<file path="config.mk">
export PLATFORM = sky130hd
export DESIGN_NAME = hbf_ctrl
export DESIGN_NICKNAME = d
export VERILOG_FILES = /design/src/hdl/hbf_pkg.sv /design/src/hdl/hbf_ctrl.sv
export SDC_FILE = /design/constraint.sdc
export NUM_CORES = 1
export LEC_CHECK = 0
export BUFFER_PORTS_ARGS = -buffer_cell sky130_fd_sc_hd__buf_4
export CORE_AREA = 3 3 248 250
export DETAILED_ROUTE_END_ITERATION = 16
export DIE_AREA = 0 0 251 253
export SYNTH_ARGS = -nofsm -noshare
export SYNTH_HDL_FRONTEND = slang
export SYNTH_SLANG_ARGS = --single-unit
</file>
<file path="constraint.sdc">
create_clock -name core_clk -period 29.1 [get_ports core_clk]
set_clock_uncertainty 0.05 [all_clocks]
set_input_delay 8.73 -clock core_clk [delete_from_list [all_inputs] [get_ports core_clk]]
set_output_delay 8.73 -clock core_clk [all_outputs]
set_load 0.01 [all_outputs]
</file>
<file path="src/hdl/hbf_pkg.sv">
package hbf_pkg;

  // ==========================================================
  // Constants
  localparam logic [7:0] HBF_FEATURE_ID = 8'h0D;
  localparam int HBF_EN_BIT = 0;
  localparam int HBF_MR_BIT = 1;
  localparam int HBF_ALIGN_BITS = 4;
  localparam int HBF_ENTRY_SHIFT = 4;
  localparam int HBF_BASE_LSB = 0;
  localparam int HBF_PAGES_LSB = 64;
  localparam logic HBF_ENABLED_RST = 1'b0;
  localparam int HBF_ENTRY_BITS = 128;

  // ==========================================================
  // Types
  typedef struct packed {
    logic is_get;
    logic [7:0] fid;
    logic [31:0] dw11;
    logic [31:0] dw12;
    logic [31:0] dw13;
    logic [31:0] dw14;
    logic [31:0] dw15;
  } hbf_cmd_t;

  typedef struct packed {
    logic [31:0] size;
    logic [63:0] list_addr;
    logic [31:0] entry_count;
  } hbf_attr_t;

  typedef struct packed {
    logic [63:0] entry_base_address;
    logic [31:0] entry_page_count;
  } hbf_desc_t;

  typedef enum logic [1:0] {
    HBF_ST_OK = 2'h0,
    HBF_ST_SEQ_ERR = 2'h1,
    HBF_ST_BAD_FID = 2'h2
  } hbf_status_t;

endpackage

</file>
<file path="src/hdl/hbf_ctrl.sv">
`timescale 1ns/1ps
module hbf_ctrl (
  input wire logic core_clk,
  input wire logic sys_rst,
  input wire logic clk_en,
  input wire logic cmd_valid,
  input wire hbf_pkg::hbf_cmd_t cmd,
  output logic cmd_ready,
  output logic cpl_valid,
  output hbf_pkg::hbf_status_t cpl_status,
  output logic [31:0] cpl_dw0,
  output hbf_pkg::hbf_attr_t cpl_attr,
  output logic rd_req_valid,
  output logic [63:0] rd_req_addr,
  input wire logic rd_req_ready,
  input wire logic rd_resp_valid,
  input wire logic [127:0] rd_resp_data,
  output logic desc_valid,
  output hbf_pkg::hbf_desc_t desc,
  input wire logic buf_pending,
  output logic buf_use_allowed,
  output logic buf_contents_valid,
  output logic buffer_enable_flag
);
  import hbf_pkg::*;

  // ==========================================================
  // State
  typedef enum logic [4:0] {
    S_IDLE = 5'h01,
    S_FREQ = 5'h02,
    S_FWAIT = 5'h04,
    S_DRAIN = 5'h08,
    S_CPL = 5'h10
  } hbf_state_t;

  hbf_state_t state_reg, state_next;
  hbf_attr_t attr_reg, attr_next;
  logic [31:0] idx_reg, idx_next;
  logic enabled_reg, enabled_next;
  logic allow_reg, allow_next;
  logic mr_reg, mr_next;
  logic pend_en_reg, pend_en_next;
  hbf_status_t status_reg, status_next;
  logic [31:0] dw0_reg, dw0_next;
  hbf_attr_t cattr_reg, cattr_next;
  logic desc_valid_reg, desc_valid_next;
  hbf_desc_t desc_reg, desc_next;
  logic [63:0] addr_reg, addr_next;
  logic [31:0] idx_next_inc;
  logic cvalid_reg, cvalid_next;

  // ==========================================================
  // Decode
  wire accept = cmd_valid && cmd_ready;
  wire fid_hit = (cmd.fid == HBF_FEATURE_ID);
  wire req_en = cmd.dw11[HBF_EN_BIT];
  wire req_mr = cmd.dw11[HBF_MR_BIT];
  wire [31:0] lo_masked = {cmd.dw13[31:HBF_ALIGN_BITS], {HBF_ALIGN_BITS{1'b0}}};
  wire hbf_attr_t new_attr = '{size: cmd.dw12, list_addr: {cmd.dw14, lo_masked},
                               entry_count: cmd.dw15};
  wire [63:0] entry_addr = attr_reg.list_addr + {28'h0, idx_next_inc, 4'h0};
  wire last_entry = (idx_reg == attr_reg.entry_count - 32'h1);
  assign idx_next_inc = idx_reg + 32'h1;
  assign cvalid_next = allow_next && mr_next;

  // ==========================================================
  // Next state
  always_comb begin
    state_next = state_reg;
    attr_next = attr_reg;
    idx_next = idx_reg;
    enabled_next = enabled_reg;
    allow_next = allow_reg;
    mr_next = mr_reg;
    pend_en_next = pend_en_reg;
    status_next = status_reg;
    dw0_next = dw0_reg;
    cattr_next = cattr_reg;
    desc_valid_next = 1'b0;
    desc_next = desc_reg;
    addr_next = addr_reg;
    unique case (state_reg)
      S_IDLE: begin
        if (accept) begin
          state_next = S_CPL;
          status_next = HBF_ST_OK;
          dw0_next = 32'h0;
          cattr_next = '0;
          pend_en_next = enabled_reg;
          if (!fid_hit) begin
            status_next = HBF_ST_BAD_FID;
          end else if (cmd.is_get) begin
            dw0_next[HBF_EN_BIT] = enabled_reg;
            cattr_next = attr_reg;
          end else if (req_en && enabled_reg) begin
            status_next = HBF_ST_SEQ_ERR;
          end else if (req_en) begin
            attr_next = new_attr;
            mr_next = req_mr;
            idx_next = 32'h0;
            pend_en_next = 1'b1;
            if (cmd.dw15 != 32'h0) begin
              state_next = S_FREQ;
              addr_next = new_attr.list_addr;
            end
          end else if (enabled_reg) begin
            allow_next = 1'b0;
            pend_en_next = 1'b0;
            state_next = S_DRAIN;
          end
          // disable while disabled falls to OK
        end
      end
      S_FREQ: begin
        if (rd_req_ready) begin
          state_next = S_FWAIT;
        end
      end
      S_FWAIT: begin
        if (rd_resp_valid) begin
          desc_valid_next = 1'b1;
          desc_next.entry_base_address = rd_resp_data[HBF_BASE_LSB +: 64];
          desc_next.entry_page_count = rd_resp_data[HBF_PAGES_LSB +: 32];
          if (last_entry) begin
            state_next = S_CPL;
          end else begin
            idx_next = idx_next_inc;
            state_next = S_FREQ;
            addr_next = entry_addr;
          end
        end
      end
      S_DRAIN: begin
        if (!buf_pending) begin
          state_next = S_CPL;
        end
      end
      S_CPL: begin
        enabled_next = pend_en_reg;
        allow_next = pend_en_reg;
        state_next = S_IDLE;
      end
    endcase
  end

  // ==========================================================
  // Registers
  always_ff @(posedge core_clk or posedge sys_rst) begin
    if (sys_rst) begin
      state_reg <= S_IDLE;
      attr_reg <= '0;
      idx_reg <= 32'h0;
      enabled_reg <= HBF_ENABLED_RST;
      allow_reg <= 1'b0;
      mr_reg <= 1'b0;
      pend_en_reg <= 1'b0;
      status_reg <= HBF_ST_OK;
      dw0_reg <= 32'h0;
      cattr_reg <= '0;
      desc_valid_reg <= 1'b0;
      desc_reg <= '0;
      addr_reg <= 64'h0;
      cvalid_reg <= 1'b0;
    end else if (clk_en) begin
      state_reg <= state_next;
      attr_reg <= attr_next;
      idx_reg <= idx_next;
      enabled_reg <= enabled_next;
      allow_reg <= allow_next;
      mr_reg <= mr_next;
      pend_en_reg <= pend_en_next;
      status_reg <= status_next;
      dw0_reg <= dw0_next;
      cattr_reg <= cattr_next;
      desc_valid_reg <= desc_valid_next;
      desc_reg <= desc_next;
      addr_reg <= addr_next;
      cvalid_reg <= cvalid_next;
    end
  end

  // ==========================================================
  // Outputs
  assign cmd_ready = state_reg[0];
  assign rd_req_valid = state_reg[1];
  assign cpl_valid = state_reg[4];
  assign cpl_status = status_reg;
  assign cpl_dw0 = dw0_reg;
  assign cpl_attr = cattr_reg;
  assign rd_req_addr = addr_reg;
  assign desc_valid = desc_valid_reg;
  assign desc = desc_reg;
  assign buf_use_allowed = allow_reg;
  assign buf_contents_valid = cvalid_reg;
  assign buffer_enable_flag = enabled_reg;

  hbf_cmd_t held_cmd;
  always_ff @(posedge core_clk or posedge sys_rst) begin
    if (sys_rst) begin
      held_cmd <= '0;
    end else if (clk_en && accept) begin
      held_cmd <= cmd;
    end
  end
  wire held_set = held_cmd.fid == HBF_FEATURE_ID && !held_cmd.is_get;

  // Previous descriptor request of this enable
  logic [63:0] last_addr_reg;
  logic prev_seen_reg;
  always_ff @(posedge core_clk or posedge sys_rst) begin
    if (sys_rst) begin
      last_addr_reg <= 64'h0;
      prev_seen_reg <= 1'b0;
    end else if (clk_en && accept) begin
      prev_seen_reg <= 1'b0;
    end else if (clk_en && rd_req_valid && rd_req_ready) begin
      last_addr_reg <= rd_req_addr;
      prev_seen_reg <= 1'b1;
    end
  end
endmodule

</file>
Word-level counts from Yosys, hierarchy flattened
Index checks and enable logic that the tools add are counted.
{"block": "word_totals", "register_bits": 458}
{"block": "op_classes", "n_bitwise": 2, "n_reduce_logical": 12, "addsub": 3, "eq_ne": 17, "muxes": 55}
{"cell": "2-to-1 mux 64 bit", "n": 8}
{"cell": "2-to-1 mux 128 bit", "n": 2}
{"cell": "2-to-1 mux 32 bit", "n": 7}
{"cell": "case mux 64 bit (2 select lines)", "n": 1}
{"cell": "adder 64 x 36 -> 64 bit", "n": 1}
{"cell": "case mux 32 bit (2 select lines)", "n": 1}
{"cell": "2-to-1 mux 5 bit", "n": 11}
{"cell": "adder 32 x 1 -> 32 bit, second input constant", "n": 1}
{"cell": "equality test 32 bit", "n": 1}
{"cell": "nonzero test 32 bit", "n": 1}
{"cell": "subtractor 32 x 1 -> 32 bit, second input constant", "n": 1}
{"cell": "case mux 5 bit (5 select lines)", "n": 1}
{"cell": "2-to-1 mux 1 bit", "n": 22}
{"cell": "!= test 2 bit, second input constant", "n": 10}
{"cell": "AND reduction 10 bit", "n": 1}
{"cell": "AND reduction 9 bit", "n": 1}
{"cell": "equality test 8 x 4 -> 1 bit, second input constant", "n": 1}
{"cell": "AND reduction 7 bit", "n": 1}
{"cell": "AND reduction 3 bit", "n": 2}
{"cell": "equality test 5 x 1 -> 1 bit, second input constant", "n": 1}
{"cell": "equality test 5 x 2 -> 1 bit, second input constant", "n": 1}
{"cell": "equality test 5 x 3 -> 1 bit, second input constant", "n": 1}
{"cell": "equality test 5 x 4 -> 1 bit, second input constant", "n": 1}
{"cell": "equality test 5 bit, second input constant", "n": 1}
{"cell": "other kinds (7)", "n": 10}

Depth between registers and ports, before layout
Gate-level depths: netlist of the first run.
{"block": "depth", "ltp_word": 8, "ltp_mapped": 20, "ltp_nobuf": 18}

Worst setup path after synthesis of the first run
OpenSTA, ideal clock, no wires.
{"block": "synth_path", "kind": "in2reg", "from": "input cmd[165] (netlist bit)", "to": "register addr_reg[16] (netlist: rd_req_addr[16])", "slack_ns": 17.869, "n_path_buf": 2, "setup_ns": 0.125, "cell_stages": 11, "arrival_time_ns": 11.055, "required_time_ns": 28.925, "path_cell_list": "or4_1 > nor3_1 > and3b_1 > nand2_1 > nand2_1 > nand2_1 > a21oi_1 > and2_1 > buf_6 > buf_6 > mux2_4"}
{"block": "synth_between", "elab_chain_len": 3}
{"item": "from (decl)", "line": "hbf_ctrl.sv:7", "text": "input wire hbf_pkg::hbf_cmd_t cmd,"}
{"item": "equality test 8 x 4 -> 1 bit", "line": "hbf_ctrl.sv:56", "text": "wire fid_hit = (cmd.fid == HBF_FEATURE_ID);"}
{"item": "!= test 2 bit (no source line)"}
{"item": "AND reduction 10 bit (no source line)"}
{"item": "to (signal assigned)", "line": "hbf_ctrl.sv:178", "text": "addr_reg <= addr_next;"}
{"item": "to (decl)", "line": "hbf_ctrl.sv:49", "text": "logic [63:0] addr_reg, addr_next;"}
Every way passes these cells.
A chain may end at the register's enable or synchronous reset.

Final worst setup path of the first run
{"block": "layout_path", "from": "input cmd[165] (netlist bit)", "to": "register addr_reg[13] (netlist: rd_req_addr[13])"}
Same word-level chain as after synthesis.

==> results of run 1 <==
[layout by cell type, fill, tap and decap left out, drive strengths merged, types with 56 or more instances in the layout]
| cell | n |
|---|---|
| buf | 543 |
| dfrtp | 449 |
| nand2 | 349 |
| mux2 | 260 |
| nand3 | 178 |
| xnor2 | 90 |
| a21oi | 78 |
| clkbuf | 72 |
| nor2 | 69 |
| o21ai | 56 |
[worst max-delay path: cells and delay by family]
family	cells	cell delay, ps
buffers and inverters	3	1370
AND/OR/NAND/NOR	7	2400
AO/OA/AOI/OAI	1	130
multiplexers	1	360
[metal layers]
| metal | vias up | GRT usage, % | wire length (microns) |
|---|---|---|---|
| li1 | 8286 | - | - |
| met2 | 525 | 38.72 | 36810 |
| met5 | - | 0 | 47 |
| met3 | 97 | 5.793 | 5102 |
| met4 | 6 | 6.299 | 1731 |
| met1 | 8941 | 27.67 | 29650 |
[metrics by stage]
step	total power (uW)	area (sq um)	std cells	util, %
3_3_place_gp	1117	26720	3303	45.10
4_1_cts	1761	28340	3391	47.84
6_report	1737	28340	3392	47.84
2_1_floorplan	916.9	22440	2154	-
5_1_grt	1815	28340	3391	47.84
3_5_place_dp	1124	26720	3303	45.10
[cells by family (layout without fill, tap and decap cells)]
group | Yosys count | count (layout) | share of synthesized area [%]
buf+inv | 199 | 663 | 4.259
mux | 267 | 267 | 14.07
fa+ha+maj | 36 | 36 | 2.042
simple gates | 765 | 765 | 16.04
flops | 450 | 450 | 50.50
compound gates | 272 | 272 | 8.130
xor+xnor | 126 | 126 | 4.949
other cells | 1 | 40 | 0.01682
[power by group]
part / switching (uW) / total [uW] / leakage, uW / internal, uW
Sequential: 53.3 / 759 / 0.00617 / 705
Combinational: 161 / 351 / 0.00779 / 189
Clock: 264 / 628 / 0.000793 / 364
Total: 479 / 1740 / 0.0147 / 1260
[path summary, 6_finish.rpt]
check | from | cells after the start | end | slack, ps
min reg2reg | cpl_attr[117] | 2 | cpl_attr[117] | 410
min | cpl_attr[117] | 2 | cpl_attr[117] | 410
max reg2reg | idx_reg[2] | 18 | rd_req_addr[43] | 23480
min in group asynchronous | sys_rst | 2 | cpl_attr[116] | 8240
max in group asynchronous | sys_rst | 4 | cpl_attr[29] | 18430
max | cmd[165] | 12 | rd_req_addr[13] | 16410
[layout make-up]
cell class | count | area share [%]
clock inverter | 16 | 0.4856
clock buffer | 72 | 5.245
antenna | 1 | 0.008829
timing repair buffer | 543 | 14.38
inverter | 32 | 0.4503
multi-input combinational | 1505 | 36.28
tap | 773 | 3.413
sequential | 450 | 39.74
==> results_dict.tcl, run 1 <==
set metrics [dict create \
    drive_above_1_share_pct 34.49 \
    yosys_most_used_dff "dfrtp_1" \
    cts_hold_buffers 0 \
    dieArea_sq_um 63500 \
    cts_buffers 51 \
    seq_area_sq_um 11260 \
    die_width_microns 251 \
    cp.arrival_ps 13110 \
    maxCapViolations 0 \
    power.leakage_uw 0.01475 \
    fmax_mhz 78.83 \
    num_rows 89 \
    syn_avg_cell_area_sq_um 10.54 \
    slew_viol_final 0 \
    yosysWarnings 0 \
    syn-instance-count 2116 \
    post-synth-top-area-cell "dfrtp_1" \
    crit_chain "buf_4 > or4_1 > nor3_1 > and3b_1 > nand2_1 > nand2_1 > nand2_1 > a21oi_2 > buf_4 > and2_4 > buf_4 > mux2_4" \
    hold_class "reg -> reg" \
    multiInputGateArea_sq_um 10280 \
    port_buffers 527 \
    p_per_area_nw_per_um2 61.29 \
    tritoncts "built" \
    cts_sinks 450 \
    outcome "finished, final reports clean" \
    cts_resized 0 \
    drt_first_iter_violations 1044 \
    min_period_ps 12690 \
    synth_edf_count 0 \
    antenna_found_initial 4 \
    clockBufferDepth 3 \
    cp-end-kind "flip-flop" \
    grt_pass1_vias 18040 \
    vdd_ir_drop_max_v 0.00005782 \
    dp_slack_ps 15840 \
    synth_common_cells "449 x dfrtp_1, 349 x nand2_1, 223 x mux2_2" \
    drc 0 \
    fin_crit_sh_pct 43.59 \
    syn_to_final_growth_pct 27.09 \
    grt_pass1_wl_microns 110700 \
    overflow 0 \
    synth_cell_types 72 \
    startpoint_type "primary input" \
    vias 17860 \
    htreeDepth 2 \
    yosysMostFrequentCell "dfrtp_1" \
    routed_wirelength_microns 73340 \
    finalHoldViolCount 0 \
    track_usage_pct 22.36 \
    cts_setup_buffers 0 \
    max_stage_delay_ps 840 \
    fp.dieH_microns 253 \
    rsz0062_at_grt "no" \
    vias_per_cell 5.264 \
    cts_root_buffer "clkbuf_16" \
    ys_top_cells_by_area "dfrtp_1 50%, mux2_2 11%, nand2_1 5.9%, nand3_1 4.0%, xnor2_1 3.5%" \
    ios 633 \
    wl_per_cell_microns 21.62 \
    drtAntennaViolNets 0 \
    fin_tns_setup_ps 0 \
    core_area_sq_um 59240 \
    hpwl_microns 53490 \
    synth_seq_cells 450 \
    drtPass1Iterations 5 \
    nNetsFinal 2922 \
    maxSlewHeadroom_pct 18.14 \
    async_flop_share_pct 100.0 \
    clk_pin_slew_ps 60 \
    grt_max_degree 119 \
    tightest_slew_ps 1228 \
    gp_congestion 0.9135 \
    synth_top_area_share_pct 50.38 \
    setup_violations 0 \
    crit_type "in -> reg" \
    num-fill-cells 5581 \
    cp_max_fo 63 \
    syn_area_sq_um 22300 \
    whs_ps 413.1 \
    seq_area_frac_synth_pct 50.50 \
    start_util_pct 37.64 \
    clk_latency_ps 600 \
    setup_ws_ps 16410 \
    critical-path-slowest-cell "buf_4" \
    required_ps 29530 \
]
Power figures use the tool's default switching activity.
==> run 2, diff against run 1 <==
--- a/config.mk
+++ b/config.mk
@@ -5,10 +5,12 @@
 export SDC_FILE = /design/constraint.sdc
 export NUM_CORES = 1
 export LEC_CHECK = 0
+export ABC_AREA = 1
 export BUFFER_PORTS_ARGS = -buffer_cell sky130_fd_sc_hd__buf_4
-export CORE_AREA = 3 3 248 250
+export CORE_AREA = 3 3 244 246
 export DETAILED_ROUTE_END_ITERATION = 16
-export DIE_AREA = 0 0 251 253
+export DIE_AREA = 0 0 247 249
+export PLACE_DENSITY = 0.7
 export SYNTH_ARGS = -nofsm -noshare
 export SYNTH_HDL_FRONTEND = slang
 export SYNTH_SLANG_ARGS = --single-unit
==> constraint.sdc (replaced) <==
create_clock -name core_clk -period 11.67 [get_ports core_clk]
set_clock_uncertainty 0.05 [all_clocks]
set_input_delay 3.501 -clock core_clk [delete_from_list [all_inputs] [get_ports core_clk]]
set_output_delay 3.501 -clock core_clk [all_outputs]
set_load 0.01 [all_outputs]
==> results_dict.tcl, run 2 <==
set metrics [dict create \
    vias_per_cell 5.237 \
    drive_above_1_share_pct 21.27 \
    synth_edf_count 0 \
    p_int_uw 3243 \
    pwr-share-clk_pct 36.6 \
    synthXorXnorAreaFrac_pct 2.361 \
    dieArea_sq_um 61500 \
    setup_violations 0 \
    maxSlewHeadroom_pct 25.59 \
    nNetsFinal 4075 \
    syn_avg_cell_area_sq_um 7.678 \
    cts_buffers 50 \
    tritoncts "built" \
    vias 23780 \
    seq_area_frac_synth_pct 44.94 \
    synth_common_cells "1069 x nand2_1, 449 x dfrtp_1, 338 x inv_1" \
    slew_viol_final 0 \
    drt_first_iter_violations 1702 \
    outcome "finished, final reports clean" \
    fp.dieH_microns 249 \
    design_area_sq_um 31250 \
    drc 0 \
    p_per_area_nw_per_um2 147.4 \
    num-fill-cells 5607 \
    clk_pin_slew_ps 60 \
    post-synth-top-area-cell "dfrtp_1" \
    htreeDepth 2 \
    hpwl_microns 73420 \
    drtAntennaViolNets 0 \
    dp_slack_ps 4810 \
    core_area_sq_um 57590 \
    grt_pass1_wl_microns 142300 \
    rsz0062_at_grt "no" \
    track_usage_pct 30.38 \
    yosysWarnings 0 \
    startpoint_type "primary input" \
    synth_compound_area_share_pct 6.370 \
    postPlaceCellArea_sq_um 29510 \
    syn_to_final_growth_pct 24.71 \
    synth_top_family_by_area "simple AND/OR/NAND/NOR gates" \
    cts_setup_buffers 0 \
    fmax_mhz 159.6 \
    synth_top_area_share_pct 44.83 \
    pwr-share-seq_pct 42.2 \
    antenna_found_initial 10 \
    ys_top_cells_by_area "dfrtp_1 45%, nand2_1 16%, mux2_2 6.2%, inv_1 5.1%, nand3_1 5.0%" \
    required_ps 12120 \
    wl_per_cell_microns 21.06 \
    clk_latency_ps 630 \
    maxCapViolations 0 \
    drtPass1Iterations 5 \
    grt_pass1_vias 23260 \
    hold_class "reg -> reg" \
    cts_hold_buffers 0 \
    final_cell_mix "1068 x nand2_1, 544 x buf_4, 449 x dfrtp_1" \
    die_width_microns 247 \
    syn-instance-count 3264 \
    num_rows 88 \
    overflow 0 \
    start_util_pct 43.52 \
    cts_root_buffer "clkbuf_16" \
    finalHoldViolCount 0 \
    cp-end-kind "flip-flop" \
    cts_resized 0 \
    syn_area_sq_um 25060 \
    cp_max_fo 60 \
    fin_tns_setup_ps 0 \
    fin_crit_sh_pct 53.68 \
    clockBufferDepth 3 \
    cts_sinks 450 \
    grt_max_degree 168 \
    routed_wirelength_microns 95630 \
    ios 633 \
    combinationalPowerShare_pct 21.1 \
    synth_cell_types 42 \
    cp.arrival_ps 6720 \
    yosysMostFrequentCell "nand2_1" \
    power.leakage_uw 0.01729 \
    synth-simple-area-share_pct 29.86 \
    setup_ws_ps 5406 \
    yosys_most_used_dff "dfrtp_1" \
    port_buffers 527 \
    synthMuxAreaShare_pct 6.156 \
    gp_congestion 1.033 \
    synth_seq_cells 450 \
    crit_type "in -> reg" \
    swShare_pct 29.62 \
    layout_commonest_cell "nand2_1" \
    min_period_ps 6264 \
    tightest_slew_ps 1116 \
    netSwitchingPower_uw 1365 \
    async_flop_share_pct 100.0 \
    vdd_ir_drop_max_v 0.0001414 \
    synthAdderAreaFrac_pct 1.777 \
]
==> run 2: cell types whose count changed after synthesis, moves of 55 or more <==
cell     previous run  this run
nand2_1           349      1069
xnor2_1            90        20
inv_1              32       338
nor2_1             69       285
mux2_2            223       137
o31ai_1             6        61
nand4_1            16        81
nand3_1           178       248
==> run 2: worst max-delay path, stage by stage <==
cell and delay [ps]:
buf_4 80, nand2_1 40, nor3b_1 300, nand2_1 250, inv_1 120, o22ai_1 70, nor2_1 100, nand2_1 120
nor2_4 610, buf_4 540, nand2_4 490, nand2_1 270, nand2_1 80
==> run 2: cell families after synthesis <==
group                      Yosys count
AOI/OAI and AO/OA                  280
xor gates and xnor gates            66
adders and majority gates           35
buffers and inverters              509
DFF                                450
muxes                              137
other                                1
and+or+nand+nor                   1786
==> run 2: worst paths after layout <==
check                                start         endpoint  slack [ps]  cells after the start
max                               cmd[163]  rd_req_addr[10]        5410                     13
min                        rd_req_addr[12]  rd_req_addr[12]         420                      2
max reg2reg                     idx_reg[0]  rd_req_addr[60]        6590                     23
min reg2reg                rd_req_addr[12]  rd_req_addr[12]         420                      2
max in group asynchronous          sys_rst  rd_req_addr[56]        6790                      4
min in group asynchronous          sys_rst    attr_reg[112]        3060                      3
==> run 2: per-layer routing <==
| metal | up-vias | global-route usage [%] | wire length (microns) |
|---|---|---|---|
| li1 | 11360 | - | - |
| met1 | 11470 | 38.99 | 39370 |
| met2 | 806 | 50.68 | 46140 |
| met3 | 139 | 7.040 | 7183 |
| met4 | 2 | 9.712 | 2919 |
| met5 | - | 0 | 13 |
==> run 2: power groups by stage <==
stage               clock, uW  sequential [uW]  combinational, uW
finish                   1690             1950                974
global route             1770             1970               1050
CTS                      1720             1940                980
detailed placement          0             1960                980
global placement            0             1950                968
floorplan                   0             2020                317
==> run 2: area by class of cell <==
type	instances	area [sq um]	area share (%)
multi-input combinational	2343	11860	37.96
sequential	450	11260	36.03
timing repair buffer	546	4124	13.20
clock buffer	66	1401	4.484
inverter	345	1304	4.172
tap	765	957.2	3.063
clock inverter	16	317.8	1.017
antenna	10	25.02	0.08007
==> run 2: metrics by stage <==
step	cells	util [%]	power [uW]	hold WS, ps
2_1_floorplan	3302	-	2340	413.2
3_3_place_gp	4449	51.25	2923	407.1
3_5_place_dp	4449	51.25	2937	409.1
4_1_cts	4531	54.23	4635	428.6
5_1_grt	4541	54.27	4781	447.0
6_report	4541	54.27	4608	424.2
